## config.mk

```make
export PLATFORM = sky130hd
export DESIGN_NAME = pic_ctrl
export DESIGN_NICKNAME = d
export VERILOG_FILES = /design/src/hw/pic_pkg.sv /design/src/hw/pic_lat_if.sv /design/src/hw/pic_ctrl.sv /design/src/hw/pic_req_latch.sv
export SDC_FILE = /design/constraint.sdc
export NUM_CORES = 1
export LEC_CHECK = 0
export BUFFER_PORTS_ARGS = -buffer_cell sky130_fd_sc_hd__buf_2
export CORE_MARGIN = 5
export CORE_UTILIZATION = 25
export CTS_BUF_LIST = sky130_fd_sc_hd__clkbuf_8
export DETAILED_ROUTE_END_ITERATION = 7
export PLACE_DENSITY = 0.55
export SYNTH_ARGS = -nofsm -noshare
export SYNTH_HDL_FRONTEND = slang
export SYNTH_SLANG_ARGS = --single-unit
```

## constraint.sdc

```tcl
create_clock -name clk_i -period 2.1 [get_ports clk_i]
set_input_delay 0.42 -clock clk_i [delete_from_list [all_inputs] [get_ports clk_i]]
set_output_delay 0.42 -clock clk_i [all_outputs]
set_load 0.02 [all_outputs]
```

## src/hw/pic_pkg.sv

```systemverilog
/*
 * Shared constants for the eight-input priority interrupt controller:
 * register indices, reset values, field positions and request slot layout.
 * Assumes a 32-bit classic Wishbone bus; byte address is four times an index.
 */
package pic_pkg;

    // =========================================================
    // Widths
    localparam int unsigned NUM_REQ = 8;
    localparam int unsigned VEC_W = 3;
    localparam int unsigned ADR_W = 10;
    localparam int unsigned DAT_W = 32;

    // =========================================================
    // Register indices (byte address = index * 4)
    localparam logic [7:0] IDX_PRIO = 8'hd0;
    localparam logic [7:0] IDX_LATCH = 8'hd1;
    localparam logic [7:0] IDX_SENSE = 8'hd2;
    localparam logic [7:0] IDX_MASK = 8'hd3;
    localparam logic [7:0] IDX_RDCLR = 8'hd4;
    localparam logic [7:0] IDX_CTRL = 8'hd8;

    // =========================================================
    // Reset values
    localparam logic [7:0] RST_MASK = 8'h00;
    localparam logic [7:0] RST_SENSE = 8'h00;
    localparam logic [7:0] RST_PEND = 8'h00;
    localparam logic [7:0] RST_CTRL = 8'h00;

    // =========================================================
    // Field positions
    localparam int unsigned CTRL_PIN_DRV_BIT = 0;
    localparam int unsigned TC_BASE = 0;
    localparam int unsigned PT_BASE = 4;
    localparam int unsigned MC_BASE = 6;

endpackage

```

## src/hw/pic_lat_if.sv

```systemverilog
/*
 * Carrier between the controller core and its request latch bank.
 * Assumes both ends run on the same clock.
 */
interface pic_lat_if;
    import pic_pkg::*;

    logic [NUM_REQ-1:0] req;
    logic [NUM_REQ-1:0] mask;
    logic [NUM_REQ-1:0] sense;
    logic clr_edge;
    logic [NUM_REQ-1:0] clr_vec;
    logic [NUM_REQ-1:0] pend;
    logic [NUM_REQ-1:0] set;

    // =========================================================
    // Core drives controls, latch bank reports state
    modport ctl (output req, mask, sense, clr_edge, clr_vec, input pend, set);
    modport lat (input req, mask, sense, clr_edge, clr_vec, output pend, set);
endinterface

```

## src/hw/pic_ctrl.sv

```systemverilog
/*
 * Eight-input priority interrupt controller with a classic Wishbone slave.
 * Assumes requests come from same-clock logic; a single clock, sync reset.
 */
// The Wishbone slave port and the placing of the registers are this design's own decisions.
module pic_ctrl
    import pic_pkg::*;
(
    input wire logic clk_i,
    input wire logic rst_i,
    input wire logic ce_i,
    input wire logic cyc_i,
    input wire logic stb_i,
    input wire logic we_i,
    input wire logic [ADR_W-1:0] adr_i,
    input wire logic [3:0] sel_i,
    input wire logic [DAT_W-1:0] dat_i,
    output logic [DAT_W-1:0] dat_o,
    output logic ack_o,
    input wire logic [3:0] terminal_count_i,
    input wire logic [1:0] prod_term_req_i,
    input wire logic [1:0] macrocell_req_i,
    output logic global_irq_logic_feedback_o,
    output logic port_e_pin_2_o,
    output logic port_e_pin_2_oe_n_o
);

    // =========================================================
    // Registers
    logic [7:0] mask_q;
    logic [7:0] mask_d;
    logic [7:0] sense_q;
    logic [7:0] sense_d;
    logic [7:0] ctrl_q;
    logic [7:0] ctrl_d;
    logic ack_q;
    logic [DAT_W-1:0] dat_q;
    logic irq_q;
    logic pin_q;
    logic oe_n_q;

    pic_lat_if lat ();

    // =========================================================
    // Request routing into fixed slots
    assign lat.req[TC_BASE +: 4] = terminal_count_i;
    assign lat.req[PT_BASE +: 2] = prod_term_req_i;
    assign lat.req[MC_BASE +: 2] = macrocell_req_i;
    assign lat.mask = mask_q;
    assign lat.sense = sense_q;

    pic_req_latch u_latch (
        .clk_i(clk_i),
        .rst_i(rst_i),
        .ce_i(ce_i),
        .lat(lat)
    );

    // =========================================================
    // Priority encoder over unmasked pending bits
    wire [7:0] pm = lat.pend & mask_q;
    wire any = |pm;
    wire [VEC_W-1:0] vec = pm[7] ? 3'h7 :
        pm[6] ? 3'h6 :
        pm[5] ? 3'h5 :
        pm[4] ? 3'h4 :
        pm[3] ? 3'h3 :
        pm[2] ? 3'h2 :
        pm[1] ? 3'h1 : 3'h0;

    // =========================================================
    // Wishbone decode; access completes on the edge raising ack
    wire [7:0] idx = adr_i[9:2];
    wire go = cyc_i & stb_i & ~ack_q;
    wire rd = go & ~we_i;
    wire wr = go & we_i & sel_i[0];
    wire hit_prio = idx == IDX_PRIO;
    wire hit_latch = idx == IDX_LATCH;
    wire hit_sense = idx == IDX_SENSE;
    wire hit_mask = idx == IDX_MASK;
    wire hit_rdclr = idx == IDX_RDCLR;
    wire hit_ctrl = idx == IDX_CTRL;

    // Read side effects: status read clears what it reports
    wire rd_vec = rd & hit_prio & any;
    assign lat.clr_vec = rd_vec ? (8'h01 << vec) : 8'h00;
    assign lat.clr_edge = rd & hit_rdclr;

    // Write paths; only byte lane 0 carries data
    assign mask_d = (wr & hit_mask) ? dat_i[7:0] : mask_q;
    assign sense_d = (wr & hit_sense) ? dat_i[7:0] : sense_q;
    assign ctrl_d = (wr & hit_ctrl) ? dat_i[7:0] : ctrl_q;

    // Read mux; unmapped and read-clear locations return zero
    wire [7:0] rbyte = hit_prio ? {5'h00, vec} :
        hit_latch ? lat.pend :
        hit_sense ? sense_q :
        hit_mask ? mask_q :
        hit_ctrl ? ctrl_q : 8'h00;

    // Global interrupt; pin only driven when its special function is on
    wire pin_drv_en = ctrl_q[CTRL_PIN_DRV_BIT];

    // =========================================================
    // Register file and bus answer
    always_ff @(posedge clk_i) begin
        if (rst_i) begin
            mask_q <= RST_MASK;
            sense_q <= RST_SENSE;
            ctrl_q <= RST_CTRL;
            ack_q <= 1'b0;
            dat_q <= '0;
        end else if (ce_i) begin
            mask_q <= mask_d;
            sense_q <= sense_d;
            ctrl_q <= ctrl_d;
            ack_q <= go;
            dat_q <= rd ? {24'h000000, rbyte} : '0;
        end
    end

    // Outputs registered so the pin never sees decode glitches
    always_ff @(posedge clk_i) begin
        if (rst_i) begin
            irq_q <= 1'b0;
            pin_q <= 1'b0;
            oe_n_q <= 1'b1;
        end else if (ce_i) begin
            irq_q <= any;
            pin_q <= any & pin_drv_en;
            oe_n_q <= ~pin_drv_en;
        end
    end

    assign ack_o = ack_q;
    assign dat_o = dat_q;
    assign global_irq_logic_feedback_o = irq_q;
    assign port_e_pin_2_o = pin_q;
    assign port_e_pin_2_oe_n_o = oe_n_q;
endmodule

```

## src/hw/pic_req_latch.sv

```systemverilog
/*
 * Request latch bank: per-input edge or level sensing and pending bits.
 * Assumes requests come from logic on the same clock, so no synchroniser.
 */
module pic_req_latch
    import pic_pkg::*;
(
    input wire logic clk_i,
    input wire logic rst_i,
    input wire logic ce_i,
    pic_lat_if.lat lat
);

    logic [NUM_REQ-1:0] prev_q;
    logic [NUM_REQ-1:0] pend_q;
    logic [NUM_REQ-1:0] pend_d;

    // =========================================================
    // Per-bit sense and clear
    for (genvar i = 0; i < NUM_REQ; i++) begin : g_bit
        wire rise = lat.req[i] & ~prev_q[i];
        wire hit = lat.sense[i] ? lat.req[i] : rise;
        wire clr = (lat.clr_edge & ~lat.sense[i]) | lat.clr_vec[i];
        // Masked inputs never capture; set beats clear
        assign lat.set[i] = hit & lat.mask[i];
        assign pend_d[i] = lat.set[i] | (pend_q[i] & ~clr);
    end

    // Previous input sample and pending latch
    always_ff @(posedge clk_i) begin
        if (rst_i) begin
            prev_q <= '0;
            pend_q <= RST_PEND;
        end else if (ce_i) begin
            prev_q <= lat.req;
            pend_q <= pend_d;
        end
    end

    assign lat.pend = pend_q;

endmodule

```

Word level (Yosys, flattened, before mapping)
Index checks and enable logic that the tools add are counted.
- bits of input ports: 60
- register bits: 76
- output and inout bits: 36
- reductions and logical operators: 4
- bitwise gates (word level): 88
- equality and inequality tests: 6
- mux-type cells: 22
- shift-type cells: 1
- operator list (kind ; count):
    2-to-1 mux 8 bit ; 7
    equality test 8 bit (second input constant) ; 6
    AND 1 bit ; 44
    inverter 1 bit ; 27
    bitwise OR 1 bit ; 16
    2-to-1 mux 3 bit ; 4
    2-to-1 mux 1 bit ; 9
    AND 8 bit ; 1
    OR reduction 8 bit ; 1
    << shifter 1 x 3 -> 8 bit (first input constant) ; 1
    AND reduction 2 bit ; 3
    2-to-1 mux 2 bit ; 2

Longest topological paths before layout
Gate-level depths: netlist of run 1.
- word-level depth: 14
- depth in mapped cells: 8
- mapped depth without buffers: 5

By module
Synthesis of run 1 repeated with hierarchy kept, for this count alone.
- cell total of the unflattened synthesis: 370
- area, all modules: 3170.5 µm²
- by module, submodules not included (module ; instances ; area an instance (µm²) ; cells an instance):
    pic_ctrl ; 1 ; 2272.2 ; 261
    pic_req_latch ; 1 ; 898.4 ; 109

Worst setup path after synthesis of run 1
OpenSTA, ideal clock, no wires.
- path kind: input -> register
- start: input port adr_i[7]
- end: register u_latch.pend_q[5] (netlist: u_latch.lat.pend[5])
- path slack: 0.214 ns
- data arrival time: 1.766 ns
- required time: 1.980 ns
- setup time: 0.120 ns
- cell stages on the path: 6
- path buffers: 1
- cells stage by stage: nand4b_1 > or4_4 > buf_6 > nor4_4 > nor3_1 > o31a_1
- cells in the longest elaborated chain, start to end: 8
- ends and longest elaborated chain (what ; RTL line ; text):
    start, declared ; pic_ctrl.sv:15 ; input wire logic [ADR_W-1:0] adr_i,
    equality test 8 bit ; pic_ctrl.sv:77 ; wire hit_prio = idx == IDX_PRIO;
    AND 1 bit (2 in a row) ; pic_ctrl.sv:85 ; wire rd_vec = rd & hit_prio & any;
    2-to-1 mux 8 bit ; pic_ctrl.sv:86 ; assign lat.clr_vec = rd_vec ? (8'h01 << vec) : 8'h00;
    bitwise OR 1 bit (*) ; pic_req_latch.sv:23 ; wire clr = (lat.clr_edge & ~lat.sense[i]) | lat.clr_vec[i];
    inverter 1 bit (*) ; pic_req_latch.sv:26 ; assign pend_d[i] = lat.set[i] | (pend_q[i] & ~clr);
    AND 1 bit (*) ; pic_req_latch.sv:26 ;
    bitwise OR 1 bit (*) ; pic_req_latch.sv:26 ;
    end signal, assigned ; pic_req_latch.sv:36 ; pend_q <= pend_d;
    end, declared ; pic_req_latch.sv:15 ; logic [NUM_REQ-1:0] pend_q;
Every way passes the cells marked *; elsewhere a longest branch is shown, timed or not.
A chain may end at the register's enable or synchronous reset.

Worst setup path after layout of run 1
- start: register mask_q[6] (netlist: lat.mask[6])
- end: register dat_q[0] (netlist: dat_o[0])
- cells in the longest elaborated chain, start to end: 5
- ends and longest elaborated chain (what ; RTL line ; text):
    start, declared ; pic_ctrl.sv:30 ; logic [7:0] mask_q;
    start signal, assigned ; pic_ctrl.sv:114 ; mask_q <= mask_d;
    AND 8 bit ; pic_ctrl.sv:61 ; wire [7:0] pm = lat.pend & mask_q;
    2-to-1 mux 3 bit ; pic_ctrl.sv:64 ; pm[6] ? 3'h6 :
    2-to-1 mux 3 bit ; pic_ctrl.sv:63 ; wire [VEC_W-1:0] vec = pm[7] ? 3'h7 :
    2-to-1 mux 8 bit ; pic_ctrl.sv:95 ; wire [7:0] rbyte = hit_prio ? {5'h00, vec} :
    2-to-1 mux 8 bit ; pic_ctrl.sv:118 ; dat_q <= rd ? {24'h000000, rbyte} : '0;
    end signal, assigned ; pic_ctrl.sv:118 ;
    end, declared ; pic_ctrl.sv:37 ; logic [DAT_W-1:0] dat_q;
No other way between the ends.

==> impl_metrics.ini, run 1 <==
[run_status]
status = finished, final reports clean

[power]
leakage_nw = 1.23
p_sw_mw = 0.506
seqPwrFrac_pct = 55.5
clkPwrFrac_pct = 34.0
p_sw_share_pct = 28.1
p_int_mw = 1.30
power_density_nw_per_um2 = 552
peakVddDrop_mv = 0.240
p_comb_share_pct = 10.5

[global_routing]
grt_pass1_wl_um = 12700
grt_use_total_pct = 11.9
grt_pass1_vias = 2350
grt_max_degree = 43
gr-total-overflow = 0
antenna_found_initial = 0

[placement]
dpl.cell_count = 512
portBuffers = 42
dp_hpwl_um = 6250
gp_congestion = 0.858

[sta]
rsz0062_at_grt = no
period_needed_ns = 1.75
fin_setup_tns_ns = 0
fin_skew_ns = 0.0110
setup_viol = 0
max_freq_mhz = 572
slew_viol_final = 0
relSlewSlack_pct = 64.3
worstMarginPinSlew_ns = 0.522
fin_crit_sh_pct = 83.3
whs_ns = 0.348
hold_viol_final = 0

[clock_tree]
hold_buffers = 0
htreeDepth = 2
clock-sinks = 52
cts_buffer_depth = 2
cts_tree = built
postCtsSetupRepairBufs = 0
clkLatencyLatePin_ns = 0.32
clk_pin_slew_ns = 0.10
cts_resized = 0
cts_root_buf = clkbuf_8
cts-buffers-inserted = 5

[cells_and_area]
nFillCells = 1231
n_antenna_cell = 0
final_cells = 520
fin_util_pct = 29.0
fin_nets = 436
drive_gt1_share_pct = 19.4
syn_to_final_growth_pct = 15.1

[worst_hold_path]
hold_class = primary input to flip-flop

[critical_path]
worstPathMaxFanout = 5
crit_arrival_ns = 1.94
cp_slowest_stage_delay_ns = 0.47
crit_chain = nand2_1 -> a32oi_1 -> o21ai_0 -> a222oi_1 -> o21ai_0
end_kind = flip-flop
slowest_stage = a222oi_1
critPathLaunchType = flip-flop
cp.required_ns = 2.29
crit_type = flip-flop to flip-flop
cp_common_cell = o21ai_0
timing.critical_path.buf_inv = 0
critPathTopFamily = compound AO/OA/AOI/OAI gates

[floorplanning]
die_h_um = 117
dieArea_sq_um = 13600
initial_core_util_pct = 25.2
rows = 39
ios = 96
die_width_um = 117
core-area_sq_um = 11300

[logic_synthesis]
synth_area_leader_cell = dfxtp_1
syn_inst = 328
synth_top_area_share_pct = 36.7
syn_area_per_cell_sq_um = 8.66
synth_area_leaders = dfxtp_1 (37%), mux2i_1 (12%), buf_4 (6.3%)
yosysWarningCount = 0
syn-cell-area_sq_um = 2840
synth_cell_type_count = 53
synth_seq_cells = 52
ys_seq_area_share_pct = 36.7

[drt]
num_vias = 2497
viasPerCell = 4.80
dr.pass1.iters = 5
antenna_left = 0
drc = 0
drt-total-wl_um = 8100
wl_per_cell_um = 15.6
drt_iter0_drc = 211

[flow_run]
max_cap_viol_count = 0
-- path summary, 6_finish.rpt --
kind / start / end / slack, ns / depth (start not counted)
max reg2reg: lat.mask[6]$_SDFFE_PP0P_ / dat_o[0]$_SDFFE_PP0P_ / 0.35 / 5
min: prod_term_req_i[1] / u_latch.prev_q[5]$_SDFFE_PP0P_ / 0.35 / 3
min reg2reg: port_e_pin_2_o$_SDFFE_PP0P_ / port_e_pin_2_o$_SDFFE_PP0P_ / 0.48 / 2
max: lat.mask[6]$_SDFFE_PP0P_ / dat_o[0]$_SDFFE_PP0P_ / 0.35 / 5
-- layer usage --
layer / up-vias / wire, um / track usage (%)
met4: 0 / 104 / 3.36
met2: 90 / 3790 / 18.7
met5: - / 0 / 0
met3: 8 / 538 / 2.80
met1: 1169 / 3660 / 16.4
li1: 1230 / - / -
-- power by group through the flow --
stage | sequential [mW] | clock, mW | combinational, mW
floorplan | 1.03 | 0 | 0.152
global placement | 1.02 | 0 | 0.186
detailed placement | 1.02 | 0 | 0.189
CTS | 1.00 | 0.636 | 0.190
global route | 1.00 | 0.683 | 0.209
finish | 1.00 | 0.614 | 0.189
-- area by class of cell --
cell class              instances  area [sq um]  share of cell area [%]
inverters                      10          37.5                    1.15
flip-flops and latches         52          1040                    31.9
well taps                     143           179                    5.47
repair buffers                 58           343                    10.5
clock buffers                   5          68.8                    2.11
clock inverters                 3          27.5                   0.842
multi-input cells             249          1570                    48.1
-- flip-flops by register name, indices dropped and copies added (netlist names) --
signal / cells
dat_o: 8
u_latch.lat.pend: 8
port_e_pin_2_oe_n_o: 1
ack_o: 1
lat.mask: 8
global_irq_logic_feedback_o: 1
port_e_pin_2_o: 1
ctrl_q: 8
u_latch.prev_q: 8
lat.sense: 8
-- per-stage QoR --
step	cell area, sq um	setup WS (ns)	power (mW)
global placement	3170	0.0910	1.21
CTS	3270	0.357	1.83
floorplan	2930	0.214	1.18
global route	3270	0.207	1.90
finish	3270	0.351	1.81
detailed placement	3170	0.0519	1.21
-- logic make-up (layout without fill, tap and decap cells) --
kind of cell           Yosys count  after routing  share of synthesized area [%]
muxes                           33             33                           11.6
and+or+nand+nor                120            120                           22.4
buffers and inverters           50             76                           11.1
other                            1             24                          0.132
DFF                             52             52                           36.7
AOI/OAI and AO/OA               72             72                           18.1
-- synth_stat cells (all sizes together) --
master / number
o21a: 2
a32oi: 2
o22ai: 3
or2: 2
nor4: 4
mux2i: 33
o21ai: 12
and4: 3
or4: 1
and3b: 1
o211ai: 2
a21o: 1
a2111oi: 2
a222oi: 2
a41oi: 3
inv: 10
or4b: 1
a221o: 4
conb: 1
o311ai: 2
o2111ai: 2
nand2b: 9
nor2: 47
and4b: 2
buf: 33
o31ai: 1
nor2b: 7
a31o: 1
a22o: 4
nor4b: 1
a221oi: 4
nand2: 25
o31a: 1
a21oi: 13
nand4b: 3
nand3: 5
nor3: 8
a32o: 1
dfxtp: 52
a22oi: 2
clkbuf: 7
a31oi: 3
a211oi: 5
nand4: 1
-- cells in the final DEF (no fill, tap or decap), types with 7 or more instances in the layout --
cell and instances:
o21ai_0 11, buf_2 42, nor3_1 7, nand2_1 25
conb_1 24, nor2_1 47, dfxtp_1 52, nor2b_1 7
mux2i_1 33, a21oi_1 13, buf_4 15, inv_1 10
nand2b_1 9
-- worst min-delay path, cell delays in order --
cell     delay [ns]
buf_2          0.08
mux2i_1        0.06
nor2_1         0.07
Power figures use the tool's default switching activity.
==> run 2, diff against run 1 <==
PLACE_DENSITY = 0.57   (was 0.55)
clock period = 1.6 ns   (was 2.1 ns; I/O delays follow)
==> impl_metrics.ini, run 2 (synthesis results as in run 1) <==
[global_routing]
gr-total-overflow = 0
grt_pass1_wl_um = 13300
grt_pass1_vias = 2614
grt_use_total_pct = 12.6
grt_max_degree = 36
antenna_found_initial = 0

[run_status]
status = finished with violations
failed_checks = setup timing

[drt]
drt_iter0_drc = 181
drc = 0
num_vias = 2634
antenna_left = 0
highest_layer = met4
wl_met1_um = 3990
dr_wl_met3_um = 482
dr.pass1.iters = 4
drt-total-wl_um = 8650
wl_met2_um = 4070
wl_per_cell_um = 15.6
viasPerCell = 4.74

[power]
peakVddDrop_mv = 0.307
power_density_nw_per_um2 = 738
leakage_nw = 1.44

[critical_path]
crit_type = flip-flop to flip-flop
end_kind = flip-flop
crit_arrival_ns = 1.82
r2r_slack_ns = -0.01
slowest_stage = or4_4
worstPathMaxFanout = 7
critPathLaunchType = flip-flop
crit_chain = nand4b_1 -> or4_4 -> nor4_4 -> nor3_1 -> o31a_1
cp.required_ns = 1.80
cp_slowest_stage_delay_ns = 0.53

[sta]
relSlewSlack_pct = 66.3
max_freq_mhz = 621
hold_viol_final = 0
fin_crit_sh_pct = 101
worstMarginPinSlew_ns = 0.503
fin_setup_tns_ns = -0.0165
setup_viol = 2
whs_ns = 0.259
period_needed_ns = 1.61
slew_viol_final = 0
rsz0062_at_grt = yes
fin_skew_ns = 0.0113
setup_ws_ns = -0.0109

[clock_tree]
cts_tree = built
clkLatencyLatePin_ns = 0.31
htreeDepth = 2
hold_buffers = 0
cts_root_buf = clkbuf_8
cts_buffer_depth = 2
clock-sinks = 52
cts-buffers-inserted = 5
clk_pin_slew_ns = 0.10

[placement]
dp_hpwl_um = 6740
dpl.cell_count = 548
portBuffers = 42
dp_slack_ns = -0.233
gp_congestion = 0.904

[floorplanning]
rows = 39
ios = 96
die_h_um = 117
initial_core_util_pct = 25.2
die_width_um = 117
dieArea_sq_um = 13600
core-area_sq_um = 11300

[flow_run]
max_cap_viol_count = 0

[cells_and_area]
n_antenna_cell = 0
final_cells = 556
final_cell_mix = dfxtp_1 (50), buf_4 (50), nor2_1 (46), buf_2 (42), mux2i_1 (33)
drive_gt1_share_pct = 29.8
fin_util_pct = 32.4
fin_nets = 472
syn_to_final_growth_pct = 28.5

[worst_hold_path]
hold_class = primary input to flip-flop
## run 2: through the flow
stage | area [sq um] | power [mW]
after floorplan | 2940 | 1.55
after global placement | 3440 | 1.62
after detailed placement | 3440 | 1.62
after CTS | 3590 | 2.72
after global routing | 3650 | 2.81
final | 3650 | 2.69
## run 2: area by class of cell
class,instances,area (sq um)
flip-flops and latches,52,1040
repair buffers,94,617
inverters,10,37.5
clock buffers,5,68.8
fillers,1152,7620
clock inverters,3,68.8
well taps,143,179
multi-input cells,249,1630
## run 2: per-layer routing
layer | vias to the layer above | track usage, %
met3 | 12 | 2.59
met1 | 1239 | 16.4
met5 | - | 0
met2 | 72 | 21.1
met4 | 0 | 3.67
li1 | 1311 | -
## run 2: path summary, 6_finish.rpt
| kind | depth (start not counted) | start | end |
|---|---|---|---|
| worst max register to register | 5 | ack_o$_SDFFE_PP0P_ | u_latch.lat.pend[5]$_SDFFE_PP0P_ |
| worst max-delay path | 5 | ack_o$_SDFFE_PP0P_ | u_latch.lat.pend[5]$_SDFFE_PP0P_ |
| worst min-delay path | 3 | prod_term_req_i[0] | u_latch.prev_q[4]$_SDFFE_PP0P_ |
| worst min register to register | 2 | port_e_pin_2_o$_SDFFE_PP0P_ | port_e_pin_2_o$_SDFFE_PP0P_ |
## run 2: worst max-delay path, delay by kind of cell (launching register included)
family	cells	cell delay [ns]
simple gates	4	1.05
flops	1	0.35
compound gates	1	0.11
## run 2: what timing repair did
item / CTS / global route
setup endpoints to repair: 9 / 19
resized for setup: 3 / 13
buffers inserted: 0 / 0
hold endpoints to repair: 0 / 0
## run 2: power by group
part	switching (mW)	total, mW	internal (mW)
Sequential	0.00842	1.32	1.31
Combinational	0.185	0.281	0.0970
Clock	0.463	1.09	0.630
==> run 3, diff against run 2 <==
PLACE_DENSITY = 0.55   (was 0.57)
clock period = 1.7 ns   (was 1.6 ns; I/O delays follow)
==> impl_metrics.ini, run 3 (synthesis results as in run 1) <==
[run_status]
status = finished, final reports clean

[clock_tree]
clk_pin_slew_ns = 0.10
cts_tree = built
cts_buffer_depth = 2
clock-sinks = 52
clkLatencyLatePin_ns = 0.32
cts-buffers-inserted = 5
cts_root_buf = clkbuf_8
htreeDepth = 2

[placement]
dpl.cell_count = 539
gp_congestion = 0.902
dp_hpwl_um = 6610
portBuffers = 42

[critical_path]
cp.required_ns = 1.91
worstPathMaxFanout = 6
critPathLaunchType = flip-flop
crit_arrival_ns = 1.86
r2r-end = u_latch.lat.pend[6]$_SDFFE_PP0P_
crit_type = flip-flop to flip-flop
end_kind = flip-flop
r2r_slack_ns = 0.05
timing.rr.start = ack_o$_SDFFE_PP0P_
rr_worst_depth = 4

[floorplanning]
rows = 39
ios = 96
initial_core_util_pct = 25.2
core-area_sq_um = 11300
die_width_um = 117
die_h_um = 117
dieArea_sq_um = 13600

[power]
leakage_nw = 1.37
clkPwrFrac_pct = 33.9
p_sw_share_pct = 28.4
p_int_mw = 1.63
p_sw_mw = 0.645
p_comb_share_pct = 11.6
peakVddDrop_mv = 0.363
power_density_nw_per_um2 = 646
seqPwrFrac_pct = 54.5

[cells_and_area]
layout_commonest_cell = dfxtp_1
final_cells = 548
n_antenna_cell = 0
nFillCells = 1200
multi_input_area_sq_um = 1600
seq_area_sq_um = 1040
fin_nets = 464
fin_util_pct = 31.2
drive_gt1_share_pct = 26.4
syn_to_final_growth_pct = 23.7
final_cell_mix = dfxtp_1 (51), nor2_1 (46), buf_2 (42), buf_4 (42), mux2i_1 (33)

[drt]
drt-total-wl_um = 8390
dr.pass1.iters = 4
antenna_left = 0
wl_per_cell_um = 15.3
drt_iter0_drc = 109
num_vias = 2567
drc = 0
viasPerCell = 4.68

[sta]
setup_viol = 0
fin_skew_ns = 0.0110
period_needed_ns = 1.65
slew_viol_final = 0
fin_setup_tns_ns = 0
max_freq_mhz = 607
rsz0062_at_grt = yes
hold_viol_final = 0
fin_crit_sh_pct = 96.9

[worst_hold_path]
min_path_cells = 3
hold_start = prod_term_req_i[1]
holdPathEnd = u_latch.prev_q[5]$_SDFFE_PP0P_
hold_class = primary input to flip-flop

[global_routing]
grt_pass1_vias = 2516
antenna_found_initial = 0
grt_use_total_pct = 12.5
grt_pass1_wl_um = 13100
grt_max_degree = 39
gr-total-overflow = 0

[flow_run]
max_cap_viol_count = 0
[run 3: critical path, cell delays in order (launching register included)]
cell,delay (ns)
dfxtp_2,0.35
nand4b_1,0.24
or4_4,0.53
o311ai_1,0.35
nand2_1,0.08
[run 3: metal layers]
metal  vias up  wire length [um]  GRT usage [%]
met1      1196              4010           17.6
met3         4               497           2.69
met2        73              3820           19.5
met5         -                 0              0
li1       1294                 -              -
met4         0                55           2.98
[run 3: power by group through the flow]
| stage | logic (mW) | clock network [mW] | registers (mW) |
|---|---|---|---|
| 2_1_floorplan | 0.189 | 0 | 1.27 |
| 3_3_place_gp | 0.258 | 0 | 1.27 |
| 3_5_place_dp | 0.260 | 0 | 1.27 |
| 4_1_cts | 0.261 | 0.786 | 1.24 |
| 5_1_grt | 0.289 | 0.827 | 1.24 |
| 6_report | 0.263 | 0.770 | 1.24 |
[run 3: final cells by class]
class                           count  share of cell area [%]
Clock buffer                        5                    1.96
Multi-Input combinational cell    249                    45.4
Inverter                           10                    1.07
Tap cell                          143                    5.09
Clock inverter                      3                   0.712
Sequential cell                    52                    29.7
Timing Repair Buffer               86                    16.1
[run 3: how the worst max path moves through the flow]
stage	endpoint	slack, ns	startpoint
final	u_latch.lat.pend[6]$_SDFFE_PP0P_	0.05	ack_o$_SDFFE_PP0P_
after global routing	u_latch.lat.pend[2]$_SDFFE_PP0P_	-0.02	ack_o$_SDFFE_PP0P_
after CTS	u_latch.lat.pend[6]$_SDFFE_PP0P_	0.04	ack_o$_SDFFE_PP0P_
after detailed placement	u_latch.lat.pend[6]$_SDFFE_PP0P_	-0.16	adr_i[7]
after global placement	u_latch.lat.pend[6]$_SDFFE_PP0P_	-0.17	adr_i[7]
after floorplan	u_latch.lat.pend[5]$_SDFFE_PP0P_	-0.11	adr_i[7]
[run 3: metrics by stage]
step	instance area [sq um]	power, mW	hold WS (ns)	setup slack [ns]
3_3_place_gp	3390	1.52	0.455	-0.165
2_1_floorplan	2930	1.46	0.459	-0.106
3_5_place_dp	3390	1.53	0.466	-0.160
5_1_grt	3510	2.36	0.284	-0.0199
6_report	3510	2.27	0.278	0.0535
4_1_cts	3480	2.28	0.274	0.0359
[run 3: timing repair]
action / 4_1_cts / 5_1_grt
cloned: 0 / 0
hold buffers: 0 / 0
setup endpoints to repair: 1 / 8
hold endpoints to repair: 0 / 0
resized for setup: 1 / 6
buffers inserted: 0 / 1
pin swaps: 0 / 0
